$ cat src/hdl/rtc_sup_pkg.sv
// constants shared by the rtc supervisor block
package rtc_sup_pkg;
   // ***************************************************
   // register indices (byte address = index * 4)
   // ***************************************************
   localparam int unsigned ADDR_W = 21;
   localparam logic [18:0] IDX_FLAGS = 19'h7fff0;
   localparam logic [18:0] IDX_ALM_MONTH = 19'h7fff6;
   localparam logic [18:0] IDX_WDOG = 19'h7fff7;
   localparam logic [18:0] IDX_CONTROL = 19'h7fff8;
   localparam logic [18:0] IDX_SECONDS = 19'h7fff9;
   localparam logic [18:0] IDX_DAY = 19'h7fffc;
   // ***************************************************
   // field positions and reset values
   // ***************************************************
   localparam int unsigned FLAGS_TIMEOUT_BIT = 7;
   localparam int unsigned WDOG_STEER_BIT = 7;
   localparam int unsigned ALM_ALARM_EN_BIT = 7;
   localparam int unsigned ALM_SQ_EN_BIT = 6;
   localparam int unsigned ALM_BACKUP_EN_BIT = 5;
   localparam int unsigned CTL_SIGN_BIT = 5;
   localparam int unsigned SEC_HALT_BIT = 7;
   localparam int unsigned DAY_TEST_BIT = 6;
   localparam logic [7:0] WDOG_RESET = 8'h00;
   // ***************************************************
   // oscillator divider chain, in oscillator cycles
   // ***************************************************
   localparam int unsigned OSC_HZ = 32768;
   localparam logic [16:0] RES_16TH_TICKS = 17'h00800;
   localparam logic [16:0] RES_QUART_TICKS = 17'h02000;
   localparam logic [16:0] RES_ONE_TICKS = 17'h08000;
   localparam logic [16:0] RES_FOUR_TICKS = 17'h20000;
   localparam logic [15:0] SEC_TICKS = 16'h8000;
   localparam logic [15:0] CAL_SHORTEN = 16'h0080;
   localparam logic [15:0] CAL_LENGTHEN = 16'h0100;
   localparam logic [5:0] SECS_PER_MIN = 6'h3c;
   localparam logic [5:0] CAL_ELIG_MIN = 6'h3e;
   localparam int unsigned TEST_DIV_BIT = 5;
   // ***************************************************
   // reset-input timing at the 100 MHz system clock
   // ***************************************************
   localparam int unsigned CLK_HZ = 100_000_000;
   localparam int unsigned TR1_MIN_NS = 50;
   localparam int unsigned TR1_CYC = (TR1_MIN_NS * (CLK_HZ / 1_000_000) + 999) / 1000;
   localparam int unsigned TR2_MIN_MS = 20;
   localparam int unsigned TR2_CYC = TR2_MIN_MS * (CLK_HZ / 1000);
   localparam int unsigned TRHRZ_MIN_MS = 40;
   localparam int unsigned TRHRZ_CYC = TRHRZ_MIN_MS * (CLK_HZ / 1000);
   localparam int unsigned REC_MIN_MS = 40;
   localparam int unsigned REC_CYC = REC_MIN_MS * (CLK_HZ / 1000);
endpackage

$ cat src/hdl/rtc_supervisor.sv
// rtc supervisor: watchdog, square wave, reset inputs, calibration, frequency test
`timescale 1ns/1ps
`default_nettype none
module rtc_supervisor
#(
   parameter int unsigned TR2_CYCLES = rtc_sup_pkg::TR2_CYC,
   parameter int unsigned TRHRZ_CYCLES = rtc_sup_pkg::TRHRZ_CYC,
   parameter int unsigned REC_CYCLES = rtc_sup_pkg::REC_CYC
) (
   input  wire logic                            clock,
   input  wire logic                            rst,
   input  wire logic [rtc_sup_pkg::ADDR_W-1:0]  address,
   input  wire logic                            read,
   input  wire logic                            write,
   input  wire logic [31:0]                     writedata,
   input  wire logic [3:0]                      byteenable,
   output logic [31:0]                          readdata,
   output logic                                 waitrequest,
   input  wire logic                            oscClkIn,
   input  wire logic                            powerFail,
   input  wire logic                            wdogKickInput,
   input  wire logic                            extResetInA_n,
   input  wire logic                            extResetInB_n,
   input  wire logic                            resetPinIn,
   output logic                                 resetPinOut,
   output logic                                 resetPinOe,
   input  wire logic                            irqFreqtestPinIn,
   output logic                                 irqFreqtestPinOut,
   output logic                                 irqFreqtestPinOe,
   output logic                                 squareWaveOut,
   output logic                                 squareWaveOe,
   output logic                                 secondTick
);
   import rtc_sup_pkg::*;

   typedef struct packed {
      logic [3:0]  sqRateSelect;
      logic        wdogTimeoutFlag;
      logic        alarmFlagEnable;
      logic        squareWaveEnable;
      logic        alarmBackupEnable;
      logic [4:0]  almMonth;
      logic [7:0]  wdReg;
      logic [1:0]  ctlWriteRead;
      logic        calSign;
      logic [4:0]  calMag;
      logic        oscillatorHalt;
      logic [6:0]  secLow;
      logic        freqTestBit;
      logic [2:0]  day;
      logic        oscPrev;
      logic [14:0] oscDiv;
      logic [15:0] secCnt;
      logic [5:0]  secInMin;
      logic [5:0]  calMin;
      logic        secondTick;
      logic        kickPrev;
      logic [16:0] wdPre;
      logic [4:0]  wdUnits;
      logic        irqWd;
      logic        wdIdle;
      logic [2:0]  aCnt;
      logic [22:0] bCnt;
      logic [22:0] recCnt;
      logic        busAck;
      logic [7:0]  rdata;
   } state_t;

   localparam logic [2:0] A_QUAL = 3'(TR1_CYC);
   localparam logic [22:0] B_QUAL = 23'(TR2_CYCLES);
   localparam logic [22:0] REL_LOAD = 23'(TRHRZ_CYCLES);
   localparam logic [22:0] REC_LOAD = 23'(REC_CYCLES);

   state_t s;
   state_t next_s;

   logic        oscRise;
   logic        kick;
   logic        busAccept;
   logic        wrEn;
   logic [18:0] regIdx;
   logic        idxOk;
   logic [7:0]  wdata8;
   logic [4:0]  wdMult;
   logic        wdSteer;
   logic [16:0] resTicks;
   logic        wdEnabled;
   logic        resTick;
   logic        wdTimeout;
   logic        wdRestart;
   logic        aQual;
   logic        bQual;
   logic        extHold;
   logic        corrSecond;
   logic [15:0] secLen;
   logic        testActive;
   logic [7:0]  regMux;

   // ***************************************************
   // decode and derived terms
   // ***************************************************
   assign regIdx = address[ADDR_W-1:2];
   assign idxOk = (address[1:0] == 2'h0);
   assign busAccept = (read | write) & s.busAck;
   assign wrEn = busAccept & write & byteenable[0] & idxOk & ~powerFail;
   assign wdata8 = writedata[7:0];
   assign oscRise = oscClkIn & ~s.oscPrev;
   assign kick = wdogKickInput ^ s.kickPrev;
   assign wdMult = s.wdReg[6:2];
   assign wdSteer = s.wdReg[WDOG_STEER_BIT];
   assign wdRestart = kick | (wrEn & regIdx == IDX_WDOG);
   assign wdEnabled = (wdMult != 5'h00) & ~s.wdIdle;
   assign resTick = oscRise & ~s.oscillatorHalt;
   assign aQual = (s.aCnt == A_QUAL);
   assign bQual = (s.bCnt == B_QUAL);
   assign extHold = aQual | bQual;

   always_comb begin
      unique case (s.wdReg[1:0])
         2'b00: resTicks = RES_16TH_TICKS;
         2'b01: resTicks = RES_QUART_TICKS;
         2'b10: resTicks = RES_ONE_TICKS;
         2'b11: resTicks = RES_FOUR_TICKS;
      endcase
   end

   // prescaler restarts with the period, so error stays under one unit
   assign wdTimeout = wdEnabled & ~wdRestart & resTick & (s.wdPre == resTicks - 17'h1)
      & (s.wdUnits == wdMult - 5'h1);

   // only the first 2N minutes, and never minutes 62 and 63
   assign corrSecond = (s.secInMin == 6'h00) & (s.calMin < {s.calMag, 1'b0})
      & (s.calMin < CAL_ELIG_MIN);
   assign secLen = corrSecond ? (s.calSign ? SEC_TICKS - CAL_SHORTEN
      : SEC_TICKS + CAL_LENGTHEN) : SEC_TICKS;

   // steered-to-irq watchdog with a nonzero register denies the test output
   assign testActive = ~s.oscillatorHalt & s.freqTestBit & ~s.alarmFlagEnable
      & (wdSteer | s.wdReg == 8'h00);

   always_comb begin
      regMux = 8'h00;
      if (idxOk) begin
         unique case (regIdx)
            IDX_FLAGS: regMux = {s.wdogTimeoutFlag, 3'h0, s.sqRateSelect};
            IDX_ALM_MONTH: regMux = {s.alarmFlagEnable, s.squareWaveEnable,
               s.alarmBackupEnable, s.almMonth};
            IDX_WDOG: regMux = s.wdReg;
            IDX_CONTROL: regMux = {s.ctlWriteRead, s.calSign, s.calMag};
            IDX_SECONDS: regMux = {s.oscillatorHalt, s.secLow};
            IDX_DAY: regMux = {1'b0, s.freqTestBit, 3'h0, s.day};
            default: regMux = 8'h00;
         endcase
      end
   end

   // ***************************************************
   // next state
   // ***************************************************
   always_comb begin
      next_s = s;
      next_s.secondTick = 1'b0;
      next_s.oscPrev = oscClkIn;
      next_s.kickPrev = wdogKickInput;

      // bus slave: one wait cycle, read data latched before release
      next_s.busAck = (read | write) & ~s.busAck;
      if ((read & ~s.busAck) == 1'b1) begin
         next_s.rdata = regMux;
      end
      if (wrEn) begin
         unique case (regIdx)
            IDX_FLAGS: next_s.sqRateSelect = wdata8[3:0];
            IDX_ALM_MONTH: begin
               next_s.alarmFlagEnable = wdata8[ALM_ALARM_EN_BIT];
               next_s.squareWaveEnable = wdata8[ALM_SQ_EN_BIT];
               next_s.alarmBackupEnable = wdata8[ALM_BACKUP_EN_BIT];
               next_s.almMonth = wdata8[4:0];
            end
            IDX_WDOG: begin
               next_s.wdReg = wdata8;
               next_s.wdIdle = 1'b0;
               if (wdata8 == 8'h00) begin
                  next_s.irqWd = 1'b0;
               end
            end
            IDX_CONTROL: begin
               next_s.ctlWriteRead = wdata8[7:6];
               next_s.calSign = wdata8[CTL_SIGN_BIT];
               next_s.calMag = wdata8[4:0];
            end
            IDX_SECONDS: begin
               next_s.oscillatorHalt = wdata8[SEC_HALT_BIT];
               next_s.secLow = wdata8[6:0];
            end
            IDX_DAY: begin
               next_s.freqTestBit = wdata8[DAY_TEST_BIT];
               next_s.day = wdata8[2:0];
            end
            default: next_s.day = s.day;
         endcase
      end
      // flag clear first so a timeout in the same cycle survives
      if (busAccept & read & idxOk & regIdx == IDX_FLAGS) begin
         next_s.wdogTimeoutFlag = 1'b0;
      end

      // divider chain and calibrated seconds
      if (resTick) begin
         next_s.oscDiv = s.oscDiv + 15'h1;
         if (s.secCnt == secLen - 16'h1) begin
            next_s.secCnt = 16'h0000;
            next_s.secondTick = 1'b1;
            if (s.secInMin == SECS_PER_MIN - 6'h1) begin
               next_s.secInMin = 6'h00;
               next_s.calMin = s.calMin + 6'h1;
            end else begin
               next_s.secInMin = s.secInMin + 6'h1;
            end
         end else begin
            next_s.secCnt = s.secCnt + 16'h1;
         end
      end

      // watchdog
      if (wdRestart) begin
         next_s.wdPre = 17'h00000;
         next_s.wdUnits = 5'h00;
      end else if (wdEnabled & resTick) begin
         if (s.wdPre == resTicks - 17'h1) begin
            next_s.wdPre = 17'h00000;
            if (s.wdUnits == wdMult - 5'h1) begin
               next_s.wdUnits = 5'h00;
            end else begin
               next_s.wdUnits = s.wdUnits + 5'h1;
            end
         end else begin
            next_s.wdPre = s.wdPre + 17'h1;
         end
      end
      if (wdTimeout) begin
         next_s.wdogTimeoutFlag = 1'b1;
         if (wdSteer) begin
            next_s.recCnt = REC_LOAD;
            next_s.wdReg = WDOG_RESET;
            next_s.alarmFlagEnable = 1'b0;
            next_s.squareWaveEnable = 1'b0;
            next_s.alarmBackupEnable = 1'b0;
            next_s.freqTestBit = 1'b0;
         end else begin
            next_s.irqWd = 1'b1;
            next_s.wdIdle = 1'b1;
         end
      end

      // reset inputs, qualified by how long they stay low
      if (extResetInA_n) begin
         next_s.aCnt = 3'h0;
      end else if (!aQual) begin
         next_s.aCnt = s.aCnt + 3'h1;
      end
      if (extResetInB_n) begin
         next_s.bCnt = 23'h000000;
      end else if (!bQual) begin
         next_s.bCnt = s.bCnt + 23'h000001;
      end

      // reset output: held while a cause stands, then counted out
      if (powerFail) begin
         next_s.recCnt = REC_LOAD;
      end else if (extHold) begin
         next_s.recCnt = REL_LOAD;
      end else if (s.recCnt != 23'h000000 && !(wdTimeout & wdSteer)) begin
         next_s.recCnt = s.recCnt - 23'h000001;
      end

      // an external reset acts like a power cycle on the control bits, and also clears the alarm and square wave enables
      if (extHold) begin
         next_s.ctlWriteRead = 2'h0;
         next_s.freqTestBit = 1'b0;
         next_s.alarmFlagEnable = 1'b0;
         next_s.alarmBackupEnable = 1'b0;
         next_s.squareWaveEnable = 1'b0;
         next_s.wdReg = WDOG_RESET;
         next_s.irqWd = 1'b0;
         next_s.wdIdle = 1'b0;
      end
      // power-down keeps the alarm and square wave enables
      if (powerFail) begin
         next_s.wdReg = WDOG_RESET;
         next_s.irqWd = 1'b0;
         next_s.wdIdle = 1'b0;
         next_s.freqTestBit = 1'b0;
         next_s.ctlWriteRead = 2'h0;
      end
   end

   always_ff @(posedge clock) begin
      if (rst) begin
         s <= '0;
         s.recCnt <= REC_LOAD;
      end else begin
         s <= next_s;
      end
   end

   // ***************************************************
   // outputs
   // ***************************************************
   assign waitrequest = (read | write) & ~s.busAck;
   assign readdata = {24'h000000, s.rdata};
   assign resetPinOut = 1'b0;
   assign resetPinOe = (s.recCnt != 23'h000000);
   assign irqFreqtestPinOut = 1'b0;
   // test clock comes from the raw divider, so calibration never moves it
   assign irqFreqtestPinOe = s.irqWd | (testActive & s.oscDiv[TEST_DIV_BIT]);
   assign squareWaveOe = s.squareWaveEnable & (s.sqRateSelect != 4'h0);
   always_comb begin
      if (s.sqRateSelect == 4'h0) begin
         squareWaveOut = 1'b0;
      end else if (s.sqRateSelect == 4'h1) begin
         squareWaveOut = oscClkIn;
      end else begin
         // code n divides the oscillator by 2^n, which is divider bit n-1
         squareWaveOut = s.oscDiv[s.sqRateSelect - 4'h1];
      end
   end
   assign secondTick = s.secondTick;
endmodule
`default_nettype wire

$ cat config.mk
export PLATFORM = sky130hd
export DESIGN_NAME = rtc_supervisor
export DESIGN_NICKNAME = d
export VERILOG_FILES = /design/src/hdl/rtc_sup_pkg.sv /design/src/hdl/rtc_supervisor.sv
export SDC_FILE = /design/constraint.sdc
export NUM_CORES = 1
export LEC_CHECK = 0
export ABC_AREA = 1
export BUFFER_PORTS_ARGS = -buffer_cell sky130_fd_sc_hd__buf_2
export CORE_ASPECT_RATIO = 0.8
export CORE_MARGIN = 2
export CORE_UTILIZATION = 59
export DETAILED_ROUTE_END_ITERATION = 10
export GPL_TIMING_DRIVEN = 0
export PLACE_DENSITY = 0.82
export SYNTH_ARGS = -nofsm -noshare
export SYNTH_HDL_FRONTEND = slang
export SYNTH_SLANG_ARGS = --single-unit
$ cat constraint.sdc
create_clock -name clock -period 2.2 [get_ports clock]
set_input_delay 0.11 -clock clock [delete_from_list [all_inputs] [get_ports clock]]
set_output_delay 0.11 -clock clock [all_outputs]
set_load 0.1 [all_outputs]
### Word level (Yosys, flattened, before mapping)

Cells that the tools add are included.

| word-level totals | value |
|---|---|
| logic and storage cells | 168 |
| output and inout bits | 40 |
| input port bits | 68 |
| register bits | 169 |

| cells by class | value |
|---|---|
| equality and inequality tests | 16 |
| add/subtract/negate cells | 13 |
| bitwise gates (word level) | 41 |
| reductions and logical operators | 29 |
| magnitude comparators | 3 |
| muxes and demuxes | 36 |

Operators with widths:

| operator | count |
|---|---|
| == test 19 bit, second input constant | 6 |
| two-way mux 23 bit | 3 |
| one-hot mux 17 bit (4 select lines) | 1 |
| two-way mux 8 bit | 7 |
| two-way mux 16 bit | 3 |
| one-hot mux 8 bit (6 select lines) | 1 |
| two-way mux 36 bit | 1 |
| bitwise AND 1 bit | 27 |
| adder 23 x 1 -> 23 bit, second input constant | 1 |
| == test 23 x 21 -> 1 bit, second input constant | 1 |
| nonzero test 23 bit | 1 |
| subtractor 23 x 1 -> 23 bit, second input constant | 1 |
| adder 17 x 1 -> 17 bit, second input constant | 1 |
| == test 17 bit | 1 |
| two-way mux 17 bit | 1 |
| subtractor 17 x 1 -> 17 bit, second input constant | 1 |
| adder 16 x 1 -> 16 bit, second input constant | 1 |
| == test 16 bit | 1 |
| zero test 8 bit | 2 |
| AND reduction 2 bit | 8 |
| subtractor 16 x 1 -> 16 bit, second input constant | 1 |
| adder 15 x 1 -> 15 bit, second input constant | 1 |
| adder 6 x 1 -> 6 bit, second input constant | 2 |
| OR reduction 2 bit | 5 |
| other kinds (33) | 60 |

### Logic depth before layout (Yosys ltp)

Gate-level depths: netlist of the first run.

| depth | value |
|---|---|
| word-level depth | 18 |
| depth in mapped cells | 16 |
| gate-level depth less buffers | 16 |

### Least setup slack after synthesis of the first run

No wires, ideal clock.

| path | value |
|---|---|
| path type | register to output |
| from | register s[165] (netlist bit) |
| to | output squareWaveOut |
| path buffers | 0 |
| arrival | 2.579 ns |
| data required time | 2.090 ns |
| slack | -0.489 ns |
| cell stages (with the launch flop) | 11 |
| path through | dfxtp_1 inv_1 ha_1 inv_1 o21ai_0 a21oi_1 a21oi_1 nand2_1 o211ai_1 a21oi_1 nor2_1 |

| between the ends | value |
|---|---|
| longest elaborated chain between the ends | 5 |
| elaborated cells on any way between the ends | 7 |
| those cells by class | 1 x add/sub; 1 x eq/ne; 4 x mux; 1 x reduce/logical |

RTL lines:

| what | line | RTL |
|---|---|---|
| start: declaration | rtc_supervisor.sv:74 | `state_t s;` |
| start signal: assignment | rtc_supervisor.sv:303 | `s <= next_s;` |
| subtractor 4 x 1 -> 4 bit | rtc_supervisor.sv:325 | `squareWaveOut = s.oscDiv[s.sqRateSelect - 4'h1];` |
| binary-select mux 1 bit (select 4 bit) | rtc_supervisor.sv:325 |  |
| two-way mux 1 bit (not written as such) | rtc_supervisor.sv:325 |  |
| two-way mux 1 bit | rtc_supervisor.sv:321 | `end else if (s.sqRateSelect == 4'h1) begin` |
| two-way mux 1 bit (*) | rtc_supervisor.sv:319 | `if (s.sqRateSelect == 4'h0) begin` |
| end: declaration | rtc_supervisor.sv:30 | `output logic squareWaveOut,` |

Every way passes the cells marked *; elsewhere a longest branch is shown, timed or not. The select of a mux whose other input is x is not followed.

### Worst setup path in the final report of the first run

Same ends and word-level chain as after synthesis.

==> results of run 1 <==
routing by layer:
layer	global-route usage, %	vias to the layer above	routed length (µm)
li1	-	4767	-
met1	36.33	4216	10800
met2	43.96	276	10740
met3	5.405	51	1520
met4	10.04	0	585
met5	0	-	0
layout by cell type, fill, tap and decap left out, types with 8 or more instances in the layout:
cell and count:
sky130_fd_sc_hd__inv_1 191, sky130_fd_sc_hd__a21oi_2 12, sky130_fd_sc_hd__nor3_1 51, sky130_fd_sc_hd__nand3_1 83
sky130_fd_sc_hd__ha_1 21, sky130_fd_sc_hd__nand2_1 278, sky130_fd_sc_hd__nor2_1 174, sky130_fd_sc_hd__clkbuf_1 9
sky130_fd_sc_hd__inv_2 13, sky130_fd_sc_hd__o21ai_0 76, sky130_fd_sc_hd__nor2_2 24, sky130_fd_sc_hd__dlygate4sd3_1 9
sky130_fd_sc_hd__dfxtp_1 164, sky130_fd_sc_hd__buf_2 54, sky130_fd_sc_hd__a21oi_1 97, sky130_fd_sc_hd__clkbuf_16 17
sky130_fd_sc_hd__xor2_1 29, sky130_fd_sc_hd__conb_1 26, sky130_fd_sc_hd__or2_2 9, sky130_fd_sc_hd__nand2_2 10
sky130_fd_sc_hd__nor2_4 8, sky130_fd_sc_hd__buf_4 46, sky130_fd_sc_hd__xnor2_1 12, sky130_fd_sc_hd__nand3b_1 8
sky130_fd_sc_hd__nand4_1 30
cell families after synthesis:
| family | count (synthesis) | synth area share, % |
|---|---|---|
| AO/OA/AOI/OAI | 207 | 11.63 |
| flip-flops | 169 | 35.05 |
| AND/OR/NAND/NOR | 715 | 34.37 |
| buffers and inverters | 264 | 12.03 |
| other | 1 | 0.03885 |
| XOR/XNOR | 41 | 3.720 |
| adder cells (fa/ha/maj) | 22 | 2.852 |
| multiplexers | 3 | 0.3111 |
power by group:
group	internal [W]	switching (W)	total, W
combinational	0.000166	0.000474	0.000640
sequential	0.00308	0.0000269	0.00311
clock	0.00186	0.00128	0.00314
what timing repair did:
item                                    in CTS  in global routing
endpoints found under the hold margin       13                  0
resized for setup                           12                 35
endpoints found under the setup margin      13                 71
pin swaps                                    1                 12
hold buffers                                 9                  0
setup buffers                                1                 10
final cells by class:
type | count | area, µm² | share of cell area (%)
multi-input combinational | 1014 | 5299 | 47.22
sequential | 169 | 3400 | 30.30
inverter | 211 | 804.5 | 7.170
clock buffer | 23 | 508.0 | 4.527
timing repair buffer | 72 | 465.4 | 4.148
buffer | 53 | 365.4 | 3.256
tap | 215 | 269.0 | 2.397
clock inverter | 9 | 110.1 | 0.9813
worst max path at each step:
stage	from	to	slack (ps)	cells past startpoint
after floorplan	s[165]	squareWaveOut	-30	10
after global placement	s[149]	s[74]	-80	9
after detailed placement	s[149]	s[74]	-120	9
after CTS	s[165]	squareWaveOut	-20	11
after global routing	s[165]	squareWaveOut	-60	11
final	s[165]	squareWaveOut	50	11
registers in the layout (all words and copies together) (netlist names):
signal and cells:
s 160, secondTick 1, readdata 8
per-stage QoR:
step           setup slack (ps)  hold slack (ps)  cell area (µm²)
2_1_floorplan            -33.42            189.5             9762
3_3_place_gp             -78.55            374.8            10290
3_5_place_dp             -124.9            377.9            10290
4_1_cts                  -19.37           0.7368            11050
5_1_grt                  -60.46            8.208            11220
6_report                  51.69            10.80            11220
Yosys cell counts, drive strengths merged, types with 4 or more instances:
master	number	area, µm²
nor3	61	367.9
ha	22	275.3
xor2	29	254.0
inv	208	785.8
buf	43	326.6
nand3	89	473.0
clkbuf	10	37.54
xnor2	12	105.1
nand4	31	200.2
nand3b	8	60.06
nor4	6	43.79
nand2	295	1172
dfxtp	169	3383
or2	11	68.81
nor2	206	873.3
nor3b	4	30.03
o21ai	80	400.4
a21oi	109	583.1
worst register-to-register path: cells and delay by family (launching register included):
family	cells	cell delay [ps]
buffers and inverters	1	60
adders and majority gates	1	290
and+or+nand+nor	10	1360
DFF	1	370
==> results.txt, run 1 <==
----------------------------------------------------
[Logic synthesis]
  Area of the mapped netlist ... just under 0.01 mm²
  Portion of the post-synthesis area used by sequential elements ... approximately a third
  Number of enable-type register cells in the synthesized netlist ... 0
  Mapped Cells ... approximately 1,400
  Async S/R FF share, synth ... 0%
  Number of warnings printed during yosys synthesis ... 0
  Most used DFF post-synth ... sky130_fd_sc_hd__dfxtp_1
  Mean area per synthesized cell ... roughly 6.8 µm²
  Number of synthesized register bits ... 169
  Library cells used by synthesis ... 54

[CTS]
  CTS clock-pin slew for the worst setup and hold paths ... around 60 ps
  Level count of the clock H-tree ... 4
  Clock network latency to the later pin of the worst-skew pair ... 440 ps
  TritonCTS Sinks ... ~170
  Root buffer cell ... sky130_fd_sc_hd__clkbuf_16
  CTS tree ... yes
  Bufs on Longest Clock Path ... 2
  TritonCTS buffer count ... 17

[Finish]
  Number of diodes added for antenna fixing ... 0
  Final cell utilization of the core ... 70.56%
  Count of filler cells inserted in the layout ... about 1,400
  Final cell count without fillers ... 1,766
  Fraction of final layout cells with drive strength greater than 1 ... 16.38%
  Layout Area Growth over Synthesis ... 16.26%
  Final #Nets ... about 1,600

[Global route]
  Wire length of the first global-routing pass ... slightly below 40 mm
  Maximum number of pins on one net before global-route repair ... 17
  Via count of the first global-routing pass ... about 8,400
  Antenna violations before repair ... 0
  Sum of overflow across all layers after global routing ... 0
  Global Route Usage Sum ... a little over a quarter

[Worst setup path]
  Capturing element type of the critical path ... output pin
  Depth of the worst register-to-register path ... 12
  Arrival time at the worst endpoint ... between 2000 and 2500 ps
  Critical path class ... reg -> out
  Cell family with most CP delay ... compound AO/OA/AOI/OAI gates
  Buffers plus inverters on the worst setup path ... 3
  Cells along the critical path ... inv_6 > ha_4 > inv_4 > o21ai_2 > a21oi_2 > a21oi_2 > nand2_1 > o211ai_1 > a21oi_1 > nor2_2 > buf_12
  CP max FO ... 5
  Cell at the slowest stage of the critical path ... sky130_fd_sc_hd__dfxtp_4
  Reg-to-reg setup timing slack ... roughly 70 ps
  Reg-to-Reg End ... s[17]
  Delay of the slowest cell on the worst path ... 390 ps
  Data required time at the worst endpoint ... about 2100 ps
  Startpoint types ... flop
  Reg-to-reg critical path startpoint ... s[148]
  Library cell appearing most often on the critical path ... sky130_fd_sc_hd__a21oi_2

[STA]
  Final Slew Violations ... 0
  Max frequency ... between 400 and 500 MHz
  Transition time at the pin with the least slew margin ... ~680 ps
  Post-Route Skew ... slightly below 10 ps
  Number of setup violations in the final report ... 0
  Hold Fails Final Rpt ... 0
  Aggregate negative setup slack ... 0 ps
  Relative max-transition margin ... about 55%
  Shortest period the worst path allows ... between 2000 and 2500 ps
  Final worst-path cycle share ... between 90% and 100%
  Unrepaired setup endpoints after global routing ... true

[Route]
  Vias per cell ... ~5.3
  Remaining DRCs ... 0
  Residual antenna-violating net count after detailed routing ... 0
  WL final ... 23.65 mm
  Vias ... around 9,300
  Violation count after the first detailed-routing iteration ... slightly above 600
  Routed length per placed instance ... 13.39 µm
  TritonRoute pass-1 iters ... 5

[Pwr]
  Maximum vdd ir drop ... a little under 0.5 mV
  Static power due to leakage ... 4.678 nW
  P per Cell Area ... around 610 mW/mm²
  Power Total ... around 0.0069 W

[Worst hold path]
  Hold Crit Class ... in -> reg
  Launch point of the worst hold path ... writedata[3]
  Cell depth of the worst min-delay path ... 3
  Worst hold path endpoint ... s[151]

[Floorplan]
  Die H ... approximately 120 µm
  Starting Density ... 60.69%
  Die width ... 147 µm
  Boundary Pins ... 108
  Core area ... between 0.015 and 0.02 mm²
  Total die area ... 0.01740 mm²
  Standard-cell row count ... between 40 and 50

[Placement]
  HPWL after detailed placement ... between 15 and 20 mm
  Routability-driven placement congestion ratio ... 0.9406
  Cell count after placement ... roughly 1,700
  Port-buffer cells ... 52

[Job]
  Max-cap viol count ... 0

[Outcome]
  Status ... complete, no violations

----------------------------------------------------
No activity file was read; power rests on OpenSTA's default activity.
==> run 2, diff against run 1 <==
- CORE_UTILIZATION: 59 -> 60
- CTS_BUF_LIST: not set -> sky130_fd_sc_hd__clkbuf_8
- PLACE_DENSITY: 0.82 -> 0.83
==> run 2 against run 1 <==
- the flow now finishes with violations (negative setup slack)
- global-route usage up 0.66 points
- first-iteration DRC count up 36%
- sequential cell count unchanged
- critical endpoint unchanged
- highest routed layer unchanged
==> results.txt, run 2 (same netlist as run 1, synthesis figures left out) <==
----------------------------------------------------
[Worst setup path]
  Data required time at the worst endpoint ... between 2000 and 2500 ps
  Critical path endpoint ... squareWaveOut
  Critical path class ... reg -> out
  Crit. Startpoint ... s[165]
  CP max FO ... 5
  Startpoint types ... flop
  Arrival time at the worst endpoint ... between 2000 and 2500 ps
  Reg-to-reg setup timing slack ... about 130 ps
  Reg-to-reg critical path startpoint ... s[148]
  Capturing element type of the critical path ... output pin
  Reg-to-Reg End ... s[17]
  Depth of the worst register-to-register path ... 13

[Route]
  TritonRoute pass-1 iters ... 5
  Routed length per placed instance ... 13.41 µm
  Remaining DRCs ... 0
  Residual antenna-violating net count after detailed routing ... 0
  Vias ... between 9,000 and 10,000
  Violation count after the first detailed-routing iteration ... a little over 800
  WL final ... between 20 and 25 mm
  Vias per cell ... between 5 and 6

[Pwr]
  Clock Power Share ... around two fifths
  Fraction of power consumed by sequential logic ... between 40 and 50%
  Net switching power ... around 0.0016 W
  Net Sw Frac ... a little over a quarter
  Internal Pwr Total ... 0.004601 W
  Maximum vdd ir drop ... approximately 0.48 mV
  Static power due to leakage ... 4.707 nW
  Power Total ... 0.006226 W
  P per Cell Area ... 553.5 mW/mm²
  Gate power share ... 10.6%

[Worst hold path]
  Cell depth of the worst min-delay path ... 5
  Hold Crit Class ... in -> reg

[Floorplan]
  Die width ... 145.8 µm
  Boundary Pins ... around 110
  Standard-cell row count ... about 40
  Core area ... approximately 0.016 mm²
  Die H ... between 100 and 150 µm
  Total die area ... between 0.015 and 0.02 mm²
  Starting Density ... between 60% and 70%

[STA]
  Post-Route Skew ... about 12 ps
  Worst-case setup margin in the final layout ... -32.46 ps
  Unrepaired setup endpoints after global routing ... true
  Fin Hold WS ... ~44 ps
  Number of setup violations in the final report ... 1
  Final worst-path cycle share ... 101.5%
  Final Slew Violations ... 0
  Max frequency ... between 400 and 500 MHz
  Aggregate negative setup slack ... -32.46 ps
  Hold Fails Final Rpt ... 0
  Transition time at the pin with the least slew margin ... approximately 640 ps
  Shortest period the worst path allows ... approximately 2200 ps
  Relative max-transition margin ... between 50% and 60%

[Finish]
  Final #Nets ... about 1,700
  Number of diodes added for antenna fixing ... 0
  Most common cell after layout, fill and taps aside ... sky130_fd_sc_hd__nand2_1
  Final cell utilization of the core ... a little under three quarters
  Seq. cell area ... 0.003402 mm²
  Commonest non-fill, non-tap cells in the layout ... sky130_fd_sc_hd__nand2_1 (276), sky130_fd_sc_hd__inv_1 (195), sky130_fd_sc_hd__nor2_1 (173)
  Fraction of final layout cells with drive strength greater than 1 ... 17.16%
  Top register by number of flip-flops ... s
  Layout Area Growth over Synthesis ... 16.54%
  Multi-input gate area in the final layout ... between 0.005 and 0.006 mm²
  Flip-flop count of the largest register, all copies and words added ... 160
  Count of filler cells inserted in the layout ... 1,305

[Global route]
  Wire length of the first global-routing pass ... 39.63 mm
  Maximum number of pins on one net before global-route repair ... 17
  Antenna violations before repair ... 0
  Via count of the first global-routing pass ... between 8,000 and 9,000
  Sum of overflow across all layers after global routing ... 0
  Global Route Usage Sum ... 27.92%

[CTS]
  CTS clock-pin slew for the worst setup and hold paths ... around 80 ps
  Level count of the clock H-tree ... 4
  Root buffer cell ... sky130_fd_sc_hd__clkbuf_8
  Clock network latency to the later pin of the worst-skew pair ... 470 ps
  CTS tree ... yes
  Bufs on Longest Clock Path ... 2
  TritonCTS buffer count ... 17
  TritonCTS Sinks ... between 150 and 200

[Outcome]
  Status ... complete, but fails checks
  Failing checks ... negative setup slack

[Placement]
  Routability-driven placement congestion ratio ... 0.9063
  Port-buffer cells ... 52
  HPWL after detailed placement ... approximately 17 mm
  Post-Place Setup Slack ... -108.8 ps

[Job]
  Max-cap viol count ... 0

----------------------------------------------------
-- run 2: cell count changes in the layout (fill, tap and decap cells not counted), moves of 3 or more --
cell | before | now
sky130_fd_sc_hd__buf_4 | 46 | 60
sky130_fd_sc_hd__clkbuf_16 | 17 | 0
sky130_fd_sc_hd__clkbuf_8 | 6 | 21
sky130_fd_sc_hd__dlygate4sd3_1 | 9 | 17
sky130_fd_sc_hd__inv_1 | 191 | 195
sky130_fd_sc_hd__o21ai_0 | 76 | 73
sky130_fd_sc_hd__o21ai_1 | 3 | 6
-- run 2: through the flow --
stage          std cells  area, µm²
6_report            1788      11250
5_1_grt             1788      11250
4_1_cts             1767      10990
3_5_place_dp        1714      10290
3_3_place_gp        1714      10290
2_1_floorplan       1447       9762
-- run 2: cell type report --
| class | instances | share of cell area, % |
|---|---|---|
| clock buffer | 21 | 2.570 |
| inverter | 211 | 7.152 |
| tap | 215 | 2.392 |
| timing repair buffer | 94 | 5.784 |
| clock inverter | 11 | 1.357 |
| buffer | 53 | 3.248 |
| multi-input combinational | 1014 | 47.25 |
| sequential | 169 | 30.24 |
-- run 2: critical path, cell delays in order (launching register included) --
cell,delay [ps]
sky130_fd_sc_hd__dfxtp_4,400
sky130_fd_sc_hd__inv_6,40
sky130_fd_sc_hd__ha_4,300
sky130_fd_sc_hd__inv_4,40
sky130_fd_sc_hd__o21ai_2,50
sky130_fd_sc_hd__a21oi_1,60
sky130_fd_sc_hd__a21oi_1,140
sky130_fd_sc_hd__nand2_1,70
sky130_fd_sc_hd__o211ai_1,110
sky130_fd_sc_hd__a21oi_2,90
sky130_fd_sc_hd__nor2_2,170
sky130_fd_sc_hd__buf_12,190
-- run 2: metal layers --
layer	GRT usage, %	routed length (µm)	vias up
met5	0	0	-
met1	38.05	11090	4230
met2	44.13	10820	303
met4	10.05	605	0
met3	5.486	1469	56
li1	-	-	4784
-- run 2: what timing repair did --
action / CTS / global route
hold buffers: 17 / 0
setup endpoints to repair: 46 / 65
setup buffers: 4 / 21
hold endpoints to repair: 28 / 0
pin swaps: 2 / 19
resized for setup: 14 / 42
-- run 2: worst min path at each step --
stage             startpoint         end  slack [ps]
3_3_place_gp   wdogKickInput       s[82]         340
4_1_cts           address[1]      s[164]          20
5_1_grt            powerFail      s[146]          80
2_1_floorplan            rst  secondTick         190
3_5_place_dp   wdogKickInput       s[82]         350
6_report          address[1]      s[164]          40
-- run 2: power groups by stage --
stage	registers (W)	clock network, W	logic [W]
after floorplan	0.00318	0	0.000480
after global placement	0.00318	0	0.000595
after detailed placement	0.00318	0	0.000604
after CTS	0.00311	0.00250	0.000634
after global routing	0.00311	0.00262	0.000712
final	0.00311	0.00246	0.000662
